**src/rfd_pkg.sv**
```systemverilog
/*
  Constants, enumerations and the state record of the 14-bit instruction decoder core.
  Assumes it is compiled before the core module that imports it.
*/
`default_nettype none
package rfd_pkg;
  // Each instruction cycle spans four oscillator periods, one per clock.
  localparam logic [1:0]  PH_LAST      = 2'h3;
  localparam logic [1:0]  PH_FETCH     = 2'h0;
  // Registers that live inside the core or are read or written in a special way.
  localparam logic [6:0]  FA_TIMER     = 7'h01;
  localparam logic [6:0]  FA_PCL       = 7'h02;
  localparam logic [6:0]  FA_STATUS    = 7'h03;
  localparam logic [6:0]  FA_PORT      = 7'h05;
  localparam logic [6:0]  FA_PCLATCH   = 7'h0a;
  // Status byte field positions.
  localparam int          SB_C         = 0;
  localparam int          SB_DC        = 1;
  localparam int          SB_Z         = 2;
  localparam int          SB_PD        = 3;
  localparam int          SB_TO        = 4;
  // Values after reset.
  localparam logic [10:0] PC_RST       = 11'h000;
  localparam logic [7:0]  ACC_RST      = 8'h00;
  localparam logic        TO_RST       = 1'b1;
  localparam logic        PD_RST       = 1'b1;
  // Byte-oriented opcode nibbles under prefix 00.
  localparam logic [3:0]  OP_MISC      = 4'h0;
  localparam logic [3:0]  OP_CLR       = 4'h1;
  localparam logic [3:0]  OP_SUB       = 4'h2;
  localparam logic [3:0]  OP_DEC       = 4'h3;
  localparam logic [3:0]  OP_IOR       = 4'h4;
  localparam logic [3:0]  OP_AND       = 4'h5;
  localparam logic [3:0]  OP_XOR       = 4'h6;
  localparam logic [3:0]  OP_ADD       = 4'h7;
  localparam logic [3:0]  OP_MOV       = 4'h8;
  localparam logic [3:0]  OP_COM       = 4'h9;
  localparam logic [3:0]  OP_INC       = 4'ha;
  localparam logic [3:0]  OP_DECSZ     = 4'hb;
  localparam logic [3:0]  OP_RRC       = 4'hc;
  localparam logic [3:0]  OP_RLC       = 4'hd;
  localparam logic [3:0]  OP_SWAP      = 4'he;
  localparam logic [3:0]  OP_INCSZ     = 4'hf;
  // Literal nibbles under prefix 11.
  localparam logic [3:0]  LOP_IOR      = 4'h8;
  localparam logic [3:0]  LOP_AND      = 4'h9;
  localparam logic [3:0]  LOP_XOR      = 4'ha;
  // Fixed control words.
  localparam logic [13:0] W_RETURN     = 14'h0008;
  localparam logic [13:0] W_RETURN_FROM_INTERRUPT     = 14'h0009;
  localparam logic [13:0] W_SLEEP      = 14'h0063;
  localparam logic [13:0] W_KICK       = 14'h0064;

  typedef enum logic [3:0] {
    RFD_RUN    = 4'h1,
    RFD_SKIP   = 4'h2,
    RFD_BRANCH = 4'h4,
    RFD_SLEEP  = 4'h8
  } rfd_state_t;

  typedef struct packed {
    rfd_state_t      st;
    logic [1:0]      phase;
    logic [13:0]     ir;
    logic [10:0]     pc;
    logic [2:0]      pclatch;
    logic [7:0][10:0] stack;
    logic [2:0]      sp;
    logic [7:0]      acc;
    logic            c;
    logic            dc;
    logic            z;
    logic            to;
    logic            pd;
    logic [7:0]      pin_s1;
    logic [7:0]      pin_s2;
    logic            wake_s1;
    logic            wake_s2;
    logic            wr;
    logic [6:0]      wr_addr;
    logic [7:0]      wr_data;
    logic            psc_clr;
    logic            kick;
    logic            rfi;
  } rfd_regs_t;
endpackage : rfd_pkg
`default_nettype wire

```
**src/rfd_core.sv**
```systemverilog
/*
  Instruction decoder and executor for a 14-bit instruction word, 8-bit data core.
  Assumes program memory and the external file registers answer combinationally
  on the same clock, and that the port pins and wake input are asynchronous.
*/
// Chosen here: the placing of the registers and the plain strobed port.
// Behaviour
// - Bit clear/set read the whole register, change one bit, write the byte back.
// - Prefix 00 nibble 0100 ORs accumulator with file, only zero flag changes.
// - Prefix 00 nibble 0110 XORs accumulator with file, only zero flag changes.
// - Nibble 1011 decrements file, skips next on zero, no flags, two cycles if skipping.
// - Nibble 1111 increments file, skips next on zero, no flags, two cycles if skipping.
// - Nibble 1100 rotates file right through carry, only carry changes.
// - Nibble 1101 rotates file left through carry, only carry changes.
// - Bit test 10bb skips next when the bit is zero, two cycles when skipping.
// - Bit test 11bb skips next when the bit is one, two cycles when skipping.
// - Literal nibble 1000 ORs literal into accumulator in one cycle, updates zero.
// - Literal nibble 1010 XORs literal into accumulator in one cycle, only zero.
// - Literal 110x computes literal minus accumulator, updates carry, half carry, zero.
// - Literal 01xx loads literal into accumulator and returns, two cycles.
// - Fixed standby word enters standby, updating timeout and power-down flags.
// - Self-modifying access to the port register reads the pins, not the latch.
// - Writing the timer register clears the prescaler when assigned to it.
// - PC change or true test takes two cycles, second is a no-operation.
// - Destination bit zero writes accumulator, one writes the file register.
// - Seven-bit file field addresses registers 0x00 to 0x7F.
// - Each instruction cycle spans four clock periods.
`timescale 1ns/10ps
`default_nettype none
module rfd_core
  import rfd_pkg::*;
(
  input  wire logic        clk_sys_i,
  input  wire logic        arst_n_i,
  output logic [10:0]      prog_addr_o,
  input  wire logic [13:0] prog_data_i,
  output logic [6:0]       file_addr_o,
  input  wire logic [7:0]  file_rd_data_i,
  output logic             file_wr_o,
  output logic [6:0]       file_wr_addr_o,
  output logic [7:0]       file_wr_data_o,
  input  wire logic [7:0]  port_pins_i,
  input  wire logic        psc_on_timer_i,
  input  wire logic        wake_i,
  output logic             psc_clear_o,
  output logic             wdt_kick_o,
  output logic             int_return_o,
  output logic             sleeping_o,
  output logic [7:0]       acc_o,
  output logic [7:0]       status_o
);

  // Sum with carry out and nibble carry, shared by the add and subtract forms.
  function automatic logic [9:0] add8(input logic [7:0] a, input logic [7:0] b,
                                      input logic cin);
    logic [4:0] lo;
    logic [8:0] full;
    lo   = {1'b0, a[3:0]} + {1'b0, b[3:0]} + {4'h0, cin};
    full = {1'b0, a} + {1'b0, b} + {8'h00, cin};
    return {full[8], lo[4], full[7:0]};
  endfunction : add8

  logic       rst_s1_ff;
  logic       rst_n_ff;
  rfd_regs_t  q_ff;
  rfd_regs_t  nxt_q;
  logic       ex_go;
  logic [7:0] fval;
  logic [7:0] status_byte;

  // Reset is released through two flip-flops so release never races the clock.
  always_ff @(posedge clk_sys_i or negedge arst_n_i) begin
    if (!arst_n_i) begin
      rst_s1_ff <= 1'b0;
      rst_n_ff  <= 1'b0;
    end else begin
      rst_s1_ff <= 1'b1;
      rst_n_ff  <= rst_s1_ff;
    end
  end

  // Execution happens on the last clock of a normal instruction cycle.
  assign ex_go = (q_ff.phase == PH_LAST) && (q_ff.st == RFD_RUN);
  assign status_byte = {3'h0, q_ff.to, q_ff.pd, q_ff.z, q_ff.dc, q_ff.c};

  // Operand source: core registers, the synchronised pins for the port, else the file.
  always_comb begin
    case (q_ff.ir[6:0])
      FA_PCL:     fval = q_ff.pc[7:0];
      FA_STATUS:  fval = status_byte;
      FA_PCLATCH: fval = {5'h00, q_ff.pclatch};
      FA_PORT:    fval = q_ff.pin_s2;
      default:    fval = file_rd_data_i;
    endcase
  end

  // Whole next-state computation of the core.
  always_comb begin
    logic [3:0]  nib;
    logic [7:0]  k;
    logic [7:0]  res;
    logic [9:0]  sum;
    logic [2:0]  bsel;
    logic        dst_f;
    logic        dst_w;
    logic        up_z;
    logic        up_c;
    logic        up_dc;
    logic        nc;
    logic        ndc;
    logic        skip;
    logic        jump;
    nib   = q_ff.ir[11:8];
    k     = q_ff.ir[7:0];
    bsel  = q_ff.ir[9:7];
    res   = 8'h00;
    sum   = 10'h000;
    dst_f = 1'b0;
    dst_w = 1'b0;
    up_z  = 1'b0;
    up_c  = 1'b0;
    up_dc = 1'b0;
    nc    = q_ff.c;
    ndc   = q_ff.dc;
    skip  = 1'b0;
    jump  = 1'b0;
    nxt_q = q_ff;
    nxt_q.pin_s1  = port_pins_i;
    nxt_q.pin_s2  = q_ff.pin_s1;
    nxt_q.wake_s1 = wake_i;
    nxt_q.wake_s2 = q_ff.wake_s1;
    nxt_q.wr      = 1'b0;
    nxt_q.psc_clr = 1'b0;
    nxt_q.kick    = 1'b0;
    nxt_q.rfi     = 1'b0;
    nxt_q.phase   = q_ff.phase + 2'h1;
    // Fetch at the first clock; a skipped word is fetched and thrown away.
    if (q_ff.phase == PH_FETCH && q_ff.st != RFD_SLEEP) begin
      nxt_q.ir = prog_data_i;
      if (q_ff.st != RFD_BRANCH) begin
        nxt_q.pc = q_ff.pc + 11'h001;
      end
    end
    // The flush cycle ends as a no-operation and normal flow resumes.
    if (q_ff.phase == PH_LAST && (q_ff.st == RFD_SKIP || q_ff.st == RFD_BRANCH)) begin
      nxt_q.st = RFD_RUN;
    end
    if (q_ff.phase == PH_LAST && q_ff.st == RFD_SLEEP && q_ff.wake_s2) begin
      nxt_q.st = RFD_RUN;
    end
    if (ex_go) begin
      dst_f = q_ff.ir[7];
      dst_w = !q_ff.ir[7];
      case (q_ff.ir[13:12])
        2'b00: begin
          case (nib)
            OP_MISC: begin
              dst_w = 1'b0;
              res   = q_ff.acc;
              if (q_ff.ir == W_RETURN || q_ff.ir == W_RETURN_FROM_INTERRUPT) begin
                nxt_q.sp = q_ff.sp - 3'h1;
                nxt_q.pc = q_ff.stack[q_ff.sp - 3'h1];
                nxt_q.rfi = (q_ff.ir == W_RETURN_FROM_INTERRUPT);
                jump = 1'b1;
              end else if (q_ff.ir == W_SLEEP) begin
                nxt_q.to = 1'b1;
                nxt_q.pd = 1'b0;
                nxt_q.st = RFD_SLEEP;
              end else if (q_ff.ir == W_KICK) begin
                nxt_q.to   = 1'b1;
                nxt_q.pd   = 1'b1;
                nxt_q.kick = 1'b1;
              end
            end
            OP_CLR:   begin res = 8'h00; up_z = 1'b1; end
            OP_SUB:   begin
              sum = add8(fval, ~q_ff.acc, 1'b1);
              res = sum[7:0]; nc = sum[9]; ndc = sum[8];
              up_z = 1'b1; up_c = 1'b1; up_dc = 1'b1;
            end
            OP_DEC:   begin res = fval - 8'h01; up_z = 1'b1; end
            OP_IOR:   begin res = q_ff.acc | fval; up_z = 1'b1; end
            OP_AND:   begin res = q_ff.acc & fval; up_z = 1'b1; end
            OP_XOR:   begin res = q_ff.acc ^ fval; up_z = 1'b1; end
            OP_ADD:   begin
              sum = add8(fval, q_ff.acc, 1'b0);
              res = sum[7:0]; nc = sum[9]; ndc = sum[8];
              up_z = 1'b1; up_c = 1'b1; up_dc = 1'b1;
            end
            OP_MOV:   begin res = fval; up_z = 1'b1; end
            OP_COM:   begin res = ~fval; up_z = 1'b1; end
            OP_INC:   begin res = fval + 8'h01; up_z = 1'b1; end
            OP_DECSZ: begin res = fval - 8'h01; skip = (res == 8'h00); end
            OP_INCSZ: begin res = fval + 8'h01; skip = (res == 8'h00); end
            OP_RRC:   begin res = {q_ff.c, fval[7:1]}; nc = fval[0]; up_c = 1'b1; end
            OP_RLC:   begin res = {fval[6:0], q_ff.c}; nc = fval[7]; up_c = 1'b1; end
            default:  begin res = {fval[3:0], fval[7:4]}; end
          endcase
        end
        2'b01: begin
          // Bit operations always work on the full byte read back.
          dst_w = 1'b0;
          dst_f = !q_ff.ir[11];
          res   = fval;
          res[bsel] = q_ff.ir[10];
          if (q_ff.ir[11]) begin
            // Bit 10 holds the level that makes the test true: clear skips on 0, set on 1.
            skip = (fval[bsel] == q_ff.ir[10]);
          end
        end
        2'b10: begin
          dst_w = 1'b0;
          dst_f = 1'b0;
          if (!q_ff.ir[11]) begin
            nxt_q.stack[q_ff.sp] = q_ff.pc;
            nxt_q.sp = q_ff.sp + 3'h1;
          end
          nxt_q.pc = {q_ff.ir[10:0]};
          jump = 1'b1;
        end
        default: begin
          dst_f = 1'b0;
          dst_w = 1'b1;
          casez (nib)
            4'b00??: res = k;
            4'b01??: begin
              res = k;
              nxt_q.sp = q_ff.sp - 3'h1;
              nxt_q.pc = q_ff.stack[q_ff.sp - 3'h1];
              jump = 1'b1;
            end
            LOP_IOR: begin res = q_ff.acc | k; up_z = 1'b1; end
            LOP_AND: begin res = q_ff.acc & k; up_z = 1'b1; end
            LOP_XOR: begin res = q_ff.acc ^ k; up_z = 1'b1; end
            4'b110?: begin
              sum = add8(k, ~q_ff.acc, 1'b1);
              res = sum[7:0]; nc = sum[9]; ndc = sum[8];
              up_z = 1'b1; up_c = 1'b1; up_dc = 1'b1;
            end
            default: begin
              sum = add8(k, q_ff.acc, 1'b0);
              res = sum[7:0]; nc = sum[9]; ndc = sum[8];
              up_z = 1'b1; up_c = 1'b1; up_dc = 1'b1;
            end
          endcase
        end
      endcase
      if (dst_w) begin
        nxt_q.acc = res;
      end
      // A file write lands first; the instruction's own flags then override it.
      if (dst_f) begin
        case (q_ff.ir[6:0])
          FA_STATUS: begin
            nxt_q.c  = res[SB_C];
            nxt_q.dc = res[SB_DC];
            nxt_q.z  = res[SB_Z];
          end
          FA_PCL: begin
            nxt_q.pc = {q_ff.pclatch, res};
            jump = 1'b1;
          end
          FA_PCLATCH: nxt_q.pclatch = res[2:0];
          default: begin
            nxt_q.wr      = 1'b1;
            nxt_q.wr_addr = q_ff.ir[6:0];
            nxt_q.wr_data = res;
            nxt_q.psc_clr = (q_ff.ir[6:0] == FA_TIMER) && psc_on_timer_i;
          end
        endcase
      end
      if (up_z) begin
        nxt_q.z = (res == 8'h00);
      end
      if (up_c) begin
        nxt_q.c = nc;
      end
      if (up_dc) begin
        nxt_q.dc = ndc;
      end
      if (jump) begin
        nxt_q.st = RFD_BRANCH;
      end else if (skip) begin
        nxt_q.st = RFD_SKIP;
      end
    end
  end

  // Single register stage for the whole core state.
  always_ff @(posedge clk_sys_i or negedge rst_n_ff) begin
    if (!rst_n_ff) begin
      q_ff       <= '0;
      q_ff.st    <= RFD_RUN;
      q_ff.pc    <= PC_RST;
      q_ff.acc   <= ACC_RST;
      q_ff.to    <= TO_RST;
      q_ff.pd    <= PD_RST;
    end else begin
      q_ff <= nxt_q;
    end
  end

  assign prog_addr_o    = q_ff.pc;
  assign file_addr_o    = q_ff.ir[6:0];
  assign file_wr_o      = q_ff.wr;
  assign file_wr_addr_o = q_ff.wr_addr;
  assign file_wr_data_o = q_ff.wr_data;
  assign psc_clear_o    = q_ff.psc_clr;
  assign wdt_kick_o     = q_ff.kick;
  assign int_return_o   = q_ff.rfi;
  assign sleeping_o     = (q_ff.st == RFD_SLEEP);
  assign acc_o          = q_ff.acc;
  assign status_o       = status_byte;
endmodule : rfd_core
`default_nettype wire

```
**config.mk**
```make
export PLATFORM = sky130hd
export DESIGN_NAME = rfd_core
export DESIGN_NICKNAME = d
export VERILOG_FILES = /design/src/rfd_pkg.sv /design/src/rfd_core.sv
export SDC_FILE = /design/constraint.sdc
export NUM_CORES = 1
export LEC_CHECK = 0
export CORE_MARGIN = 4
export CORE_UTILIZATION = 45
export CTS_CLUSTER_DIAMETER = 120
export CTS_CLUSTER_SIZE = 28
export DETAILED_ROUTE_END_ITERATION = 8
export DONT_BUFFER_PORTS = 1
export HOLD_SLACK_MARGIN = 0.1
export PLACE_DENSITY = 0.7
export SKIP_LAST_GASP = 1
export SYNTH_ARGS = -nofsm -noshare
export SYNTH_HDL_FRONTEND = slang
export SYNTH_SLANG_ARGS = --single-unit
```
**constraint.sdc**
```tcl
create_clock -name clk_sys_i -period 7.2 [get_ports clk_sys_i]
set_input_delay 0.72 -clock clk_sys_i [delete_from_list [all_inputs] [get_ports clk_sys_i]]
set_output_delay 0.72 -clock clk_sys_i [all_outputs]
set_load 0.01 [all_outputs]
```
==> Yosys cells after proc, flatten, opt, wreduce, memory -nomap -nowiden <==
Index checks and enable logic that the tools add are counted.
W data, S select, Z words.
{ "totals": {"reg_bits": 177, "latchBits": 0, "mem_bits_rw": 0, "romBits": 0, "inputBits": 34, "elab_cells": 249, "mem_count": 0} }
{ "op_classes": {"n_addsub": 18, "multipliers": 0, "n_div": 0, "order_cmp": 5, "eq_ne": 44, "n_shift": 0, "n_mux": 93, "bitwise": 12, "reduce_logical": 45} }
{ "op_table": {"columns": ["op", "n"], "rows": [
  ["$mux W118", 1],
  ["$pmux W8 S13", 1],
  ["$mux W91", 1],
  ["$bwmux W88", 1],
  ["$mux W11", 8],
  ["$mux W88", 1],
  ["$pmux W8 S5", 1],
  ["$add A8 B8 Y9", 4],
  ["$mux W4", 9],
  ["$mux W17", 2],
  ["$bmux W11 S3", 1],
  ["$demux W11 S3", 1],
  ["$pmux W11 S3", 1],
  ["$eq A4 B4 Y1 const B", 8],
  ["$pmux W8 S4", 1],
  ["$eq A14 B4 Y1 const B", 2],
  ["$eq A14 B7 Y1 const B", 2],
  ["$mux W1", 28],
  ["$logic_not A8 Y1", 3],
  ["$pmux W1 S2", 12],
  ["$pmux W8 S3", 1],
  ["$add A4 B4 Y5", 4],
  ["$eq A4 B3 Y1 const B", 5],
  ["$mux W19", 1],
  ["other kinds (58)", 118]
]} }

==> Depth between registers and ports, before layout <==
Gate-level depths: netlist of the first run.
{ "logic_depth": {"word_depth": 12, "depth_mapped": 18, "ltp_nobuf": 16} }

==> Worst setup path before layout of the first run <==
OpenSTA, ideal clock, no wires.
{ "synth_path": {"kind": "register to register", "startpoint": "register q_ff, in the netlist file_addr_o[1]", "endpoint": "register q_ff, in the netlist status_o[2]", "arrival_time_ps": 4073, "setup_slack_ps": 3024, "path_stages_with_launch": 17, "path_buffers": 2, "cell_sequence": "dfrtp_1 > clkbuf_1 > nor2b_1 > nand4_1 > a31o_2 > nand2_1 > buf_2 > ha_1 > a21o_1 > or3_1 > nand3_1 > o211ai_1 > or4b_1 > a221oi_1 > o21ai_1 > or4_1 > o41ai_2"} }
{ "synth_between": {"elab_chain_cells": 10, "elab_cells_between_ends": 31, "cone_classes": "add/sub: 8; eq/ne: 4; mux: 9; bitwise: 7; reduce/logical: 3"} }
{ "synth_rtl": {"columns": ["item", "line_no", "source"], "rows": [
  ["start: declaration", "rfd_core.sv:65", "rfd_regs_t q_ff;"],
  ["start signal: assignment", "rfd_core.sv:299", "q_ff <= nxt_q;"],
  ["$eq A7 B3 Y1 (tied with other cells)", "rfd_core.sv:88", "case (q_ff.ir[6:0])"],
  ["$pmux W8 S4", "rfd_core.sv:88", null],
  ["$add A8 B8 Y9", "rfd_core.sv:59", "full = {1'b0, a} + {1'b0, b} + {8'h00, cin};"],
  ["$add A9 B1 Y9", "rfd_core.sv:59", null],
  ["$pmux W8 S13", "rfd_core.sv:156", "case (nib)"],
  ["$pmux W8 S3", "rfd_core.sv:154", "case (q_ff.ir[13:12])"],
  ["$mux W8", "rfd_core.sv:151", "if (ex_go) begin"],
  ["$mux W3", "rfd_core.sv:253", "case (q_ff.ir[6:0])"],
  ["$mux W3", "rfd_core.sv:252", "if (dst_f) begin"],
  ["$mux W1", "rfd_core.sv:272", "if (up_z) begin"]
]} }
Parallel ways exist; a longest one is shown, timed or not. The select of a mux whose other input is x is not followed.
A chain may end at the register's enable or synchronous reset.

==> Final worst setup path of the first run <==
Same ends and word-level chain as after synthesis.

==> impl_metrics.toml, run 1 <==
[run_status]
status = "finished, final reports clean"

[power_and_ir_drop]
p_per_area_mw_per_mm2 = 305
peakVddDrop_uv = 147
leakage_nw = 5.65

[global_route]
overflow = 0
antenna_found_initial = 6
grt_pass1_vias = 10300
grt_max_degree = 72
grt_pass1_wl_um = 64700
track_usage = 0.274

[timing]
setup_viol = 0
period_share = 0.788
clock.fmax_mhz = 176
timing.final.ws_setup_ps = 1530
worst_pin_slew_ps = 1140
slew_viol_final = 0
clock_skew_ps = 22.7
grt_setup_unrepaired = "false"
final-hold-violation-count = 0
max-slew-margin-rel = 0.243
finalSetupTns_ps = 0
whs_ps = 305
finalCriticalPeriod_ps = 5670

[synthesis]
synth_cell_types = 87
yosys_warnings = 0
synth_area_per_cell_um2 = 9.45
ys.flop_type = "dfrtp_1"
ys_seq_elements = 176
ys_seq_area_frac = 0.350
synthCells = 1334
yosysTopAreaCell = "dfrtp_1"
synth_top_area_share = 0.345
synth_area_leaders = "dfrtp_1 35%, mux2_2 11%, ha_1 6.4%"
synth_edf_count = 0
yosysMostFrequentCell = "dfrtp_1"
synth_area_mm2 = 0.0126
ys_async_sr_fraction = 1.00
synth_common_cells = "174 x dfrtp_1, 119 x mux2_2, 106 x nand2_1, 89 x o21ai_0, 88 x nor2_1"

[worst_setup_path]
crit_type = "reg -> reg"
regToRegStartpoint = "file_addr_o[1]$_DFFE_PN0P_"
cp.required_ps = 7540
crit_path_end_kind = "flip-flop"
worstPathArrival_ps = 6010
r2r-end = "status_o[2]$_DFFE_PN0P_"
path_max_fanout = 20
crit_start = "file_addr_o[1]$_DFFE_PN0P_"
ff2ff_setup_slack_ps = 1530
worstSetupStartpointType = "flip-flop"
r2r_cells = 16

[floorplanning]
dieArea_mm2 = 0.0308
die_x_um = 175
ios = 88
die_h_um = 175
start_util = 0.455
rows = 61
core_area_mm2 = 0.0277

[routing]
vias = 10700
viasPerCell = 6.53
drt-pass1-iter-count = 8
dr.first_iter.drc_count = 1292
final_antenna_net_count = 0
post_drt_wl_per_cell_um = 26.1
drc = 0
wl_um = 42600

[flow_run]
cap_violations = 0

[clocking]
clock_path_buffers = 2
cts_tree = "built"
numCtsBuffers = 17
cts_root_buffer = "clkbuf_16"
clock_sinks = 176
clkLatencyLatePin_ps = 450
htreeDepth = 4
postCtsSetupBuffers = 0
clk_pin_slew_ps = 90

[cells_and_area]
fin_cells = 1635
final_util = 0.476
syn2layout_area_growth_pct = 4.58
drive_gt1_frac = 0.179
nets = 1343

[placement]
numPortBuffers = 0
place_congestion = 1.04
place_ws_ps = 1760
hpwlAfterDp_um = 30100
dpl.cell_count = 1599

[worst_hold_path]
hold_path.class = "reg -> async"
stage by stage:
stage / power [W] / area (um2)
after floorplan: 0.00268 / 12600
after global placement: 0.00300 / 12600
after detailed placement: 0.00301 / 12600
after CTS: 0.00400 / 13200
after global routing: 0.00423 / 13200
final: 0.00402 / 13200
power breakdown:
part	leakage, nW	internal [W]	switching (W)
Clock	0.296	0.000504	0.000482
Sequential	2.27	0.00117	0.000365
Combinational	3.08	0.000620	0.000879
Total	5.65	0.00230	0.00173
cell families after synthesis:
logic type | after synthesis | share of synthesized area
multiplexers | 158 | 0.159
other | 2 | 0.000596
XOR/XNOR | 24 | 0.0167
adder cells (fa/ha/maj) | 68 | 0.0699
buffers and inverters | 201 | 0.0767
AO/OA/AOI/OAI | 355 | 0.191
AND/OR/NAND/NOR | 350 | 0.136
flip-flops | 176 | 0.350
area by class of cell:
cell class,instances,area [um2]
Sequential cell,176,4410
Tap cell,378,473
Multi-Input combinational cell,960,7240
Timing Repair Buffer,29,220
Antenna cell,3,7.51
Fill cell,2585,14500
Inverter,57,215
Clock inverter,15,189
Clock buffer,17,425
layout by cell type (no fill, tap or decap), types with 25 or more instances in the layout:
cell type	count
a21oi_1	64
buf_4	28
dfrtp_1	173
ha_1	64
inv_1	50
mux2_2	119
nand2_1	106
nand3_1	25
nor2_1	88
nor3_1	28
o21ai_0	89
routing by layer:
layer | wire, um | track usage
met4 | 2440 | 0.136
met3 | 4470 | 0.0781
met2 | 18800 | 0.421
met5 | 43 | 0
met1 | 16900 | 0.358
worst max-delay path: stages, from the launching register on:
cell and delay, ps:
dfrtp_1 820, nor3b_2 740, nand2_1 150, o2111a_1 220
nor2_1 570, inv_1 320, ha_1 300, fa_1 390
nand2b_1 190, a21oi_1 220, or2_2 160, o22ai_1 90
a211o_1 290, a211oi_1 220, o2111ai_1 310, and2_1 270
o41ai_2 310
how the worst max path moves through the flow:
stage / end / slack (ps) / depth (start not counted)
floorplan: async pin / 1940 / 0
global placement: status_o[2]$_DFFE_PN0P_ / 1840 / 16
detailed placement: status_o[2]$_DFFE_PN0P_ / 1760 / 16
CTS: status_o[2]$_DFFE_PN0P_ / 1710 / 16
global route: status_o[2]$_DFFE_PN0P_ / 1240 / 16
finish: status_o[2]$_DFFE_PN0P_ / 1530 / 16
repair_timing:
action	4_1_cts	5_1_grt
resized for setup	0	0
hold buffers	1	0
endpoints found under the hold margin	2	0
Note: power is estimated with default switching activity, not from simulation.
==> run 2: changes to the inputs <==
- clock period: 7.2 -> 5.22 ns (I/O delays scaled with it)
==> run 2 against run 1 <==
Sequential share of layout area shrank 0.81 points; sequential cell count stayed put; critical endpoint unchanged; design area up 2.5%; first-iteration DRC count is 0.77% lower; combinational power rose by 46%.
==> impl_metrics.toml, run 2 (synthesized netlist as in run 1, its figures left out) <==
[run_status]
status = "finished, final reports clean"

[routing]
drc = 0
viasPerCell = 6.44
vias = 10700
dr.first_iter.drc_count = 1282
drt-pass1-iter-count = 6
wl_um = 43500
final_antenna_net_count = 0
post_drt_wl_per_cell_um = 26.1

[timing]
grt_setup_unrepaired = "false"
setup_viol = 0
worst_pin_slew_ps = 1170
period_share = 0.895
finalCriticalPeriod_ps = 4670
final-hold-violation-count = 0
max-slew-margin-rel = 0.214
slew_viol_final = 0
finalSetupTns_ps = 0
clock_skew_ps = 21.6
clock.fmax_mhz = 214

[clocking]
postCtsSetupBuffers = 0
cts_tree = "built"
clock_path_buffers = 2
numCtsBuffers = 17
clkLatencyLatePin_ps = 450
cts_hold_buffers = 8
clock_sinks = 176
cts_resized = 0
cts_root_buffer = "clkbuf_16"
htreeDepth = 4
clk_pin_slew_ps = 80

[cells_and_area]
final_cell_mix = "172 x dfrtp_1, 119 x mux2_2, 106 x nand2_1, 89 x o21ai_0, 88 x nor2_1"
drive_gt1_frac = 0.196
nets = 1378
stdcell_area_mm2 = 0.0135
syn2layout_area_growth_pct = 7.22
layout_commonest_cell = "dfrtp_1"

[global_route]
track_usage = 0.279
grt_pass1_vias = 10400
grt_pass1_wl_um = 65900
overflow = 0
grt_max_degree = 175
antenna_found_initial = 2

[floorplanning]
die_x_um = 175
ios = 88
die_h_um = 175
dieArea_mm2 = 0.0308
core_area_mm2 = 0.0277
rows = 61
start_util = 0.455

[power_and_ir_drop]
power_frac_comb = 0.388
p_per_area_mw_per_mm2 = 418
p_clk_frac = 0.246
intPower_w = 0.00320
leakage_nw = 5.83
switching_share = 0.434
power_frac_seq = 0.366
peakVddDrop_uv = 245
p_sw_w = 0.00245

[worst_hold_path]
hold_path.class = "in -> reg"
hp-start = "port_pins_i[7]"

[worst_setup_path]
crit_type = "reg -> reg"
crit_chain = "or3b_2, a21oi_1, o2111a_1, nor2_1, ha_1, nor3b_1, or3_1, nand3_1, o211ai_1, or4b_1, a221oi_1, o21ai_1, or4_1, o41ai_2"
cp_slowest_cell = "dfrtp_1"
crit_path_end_kind = "flip-flop"
crit_start = "file_addr_o[1]$_DFFE_PN0P_"
worstPathArrival_ps = 5020
cp_slowest_stage_delay_ps = 650
cp.required_ps = 5570
path_max_fanout = 14
regToRegStartpoint = "file_addr_o[1]$_DFFE_PN0P_"
worstSetupStartpointType = "flip-flop"

[flow_run]
cap_violations = 0

[placement]
place_congestion = 1.00
numPortBuffers = 0
hpwlAfterDp_um = 31800
place_area_mm2 = 0.0128
-- run 2: cell count changes in the layout (fill, tap and decap cells not counted), moves of 2 or more --
cell	previous run	this run
buf_12	0	2
buf_4	28	54
clkinv_4	4	1
clkinv_8	2	6
diode_2	3	1
dlygate4sd3_1	1	8
inv_12	2	5
-- run 2: path summary, 6_finish.rpt --
path	end	slack, ps	cells past startpoint
min reg2reg	q_ff[23]$_DFF_PN0_	340	0
max	status_o[2]$_DFFE_PN0P_	550	14
min	nxt_q[28]$_DFF_PN0_	110	0
max in group asynchronous	file_wr_data_o[3]$_DFFE_PN0P_	4040	1
max reg2reg	status_o[2]$_DFFE_PN0P_	550	14
min in group asynchronous	rst_n_ff$_DFF_PN0_	310	1
-- run 2: worst max-delay path, delay by kind of cell, from the launching register on --
kind,cells,cell delay [ps]
compound gates,6,1400
flops,1,650
fa+ha+maj,1,220
simple gates,7,2300
-- run 2: cell type report --
class | count | area [um2]
flip-flops and latches | 176 | 4410
repair buffers | 64 | 526
clock inverters | 15 | 219
multi-input cells | 960 | 7240
inverters | 57 | 215
fillers | 2553 | 14200
diodes | 1 | 2.50
clock buffers | 17 | 425
well taps | 378 | 473
-- run 2: layer usage --
layer	vias to the layer above	share of wire	track usage	wire, um
met3	121	0.092	0.0592	4010
met2	608	0.45	0.433	19500
met4	2	0.050	0.125	2160
li1	4712	-	-	-
met5	-	0.00046	0	20
met1	5301	0.41	0.379	17900
-- run 2: power groups by stage --
stage          Clock [W]  Combinational, W  Sequential (W)
2_1_floorplan          0           0.00189         0.00181
3_3_place_gp           0           0.00211         0.00208
3_5_place_dp           0           0.00212         0.00210
4_1_cts          0.00141           0.00215         0.00207
5_1_grt          0.00146           0.00237         0.00211
6_report         0.00139           0.00219         0.00207
-- run 2: metrics by stage --
step | instances | util | hold WS (ps) | setup WS [ps] | power (W)
finish | 1668 | 0.488 | 113 | 551 | 0.00565
global route | 1668 | 0.488 | 101 | 212 | 0.00594
CTS | 1667 | 0.488 | 103 | 600 | 0.00562
detailed placement | 1627 | 0.462 | 226 | 624 | 0.00422
global placement | 1627 | 0.462 | 226 | 742 | 0.00419
floorplan | 1337 | - | 226 | 1040 | 0.00369
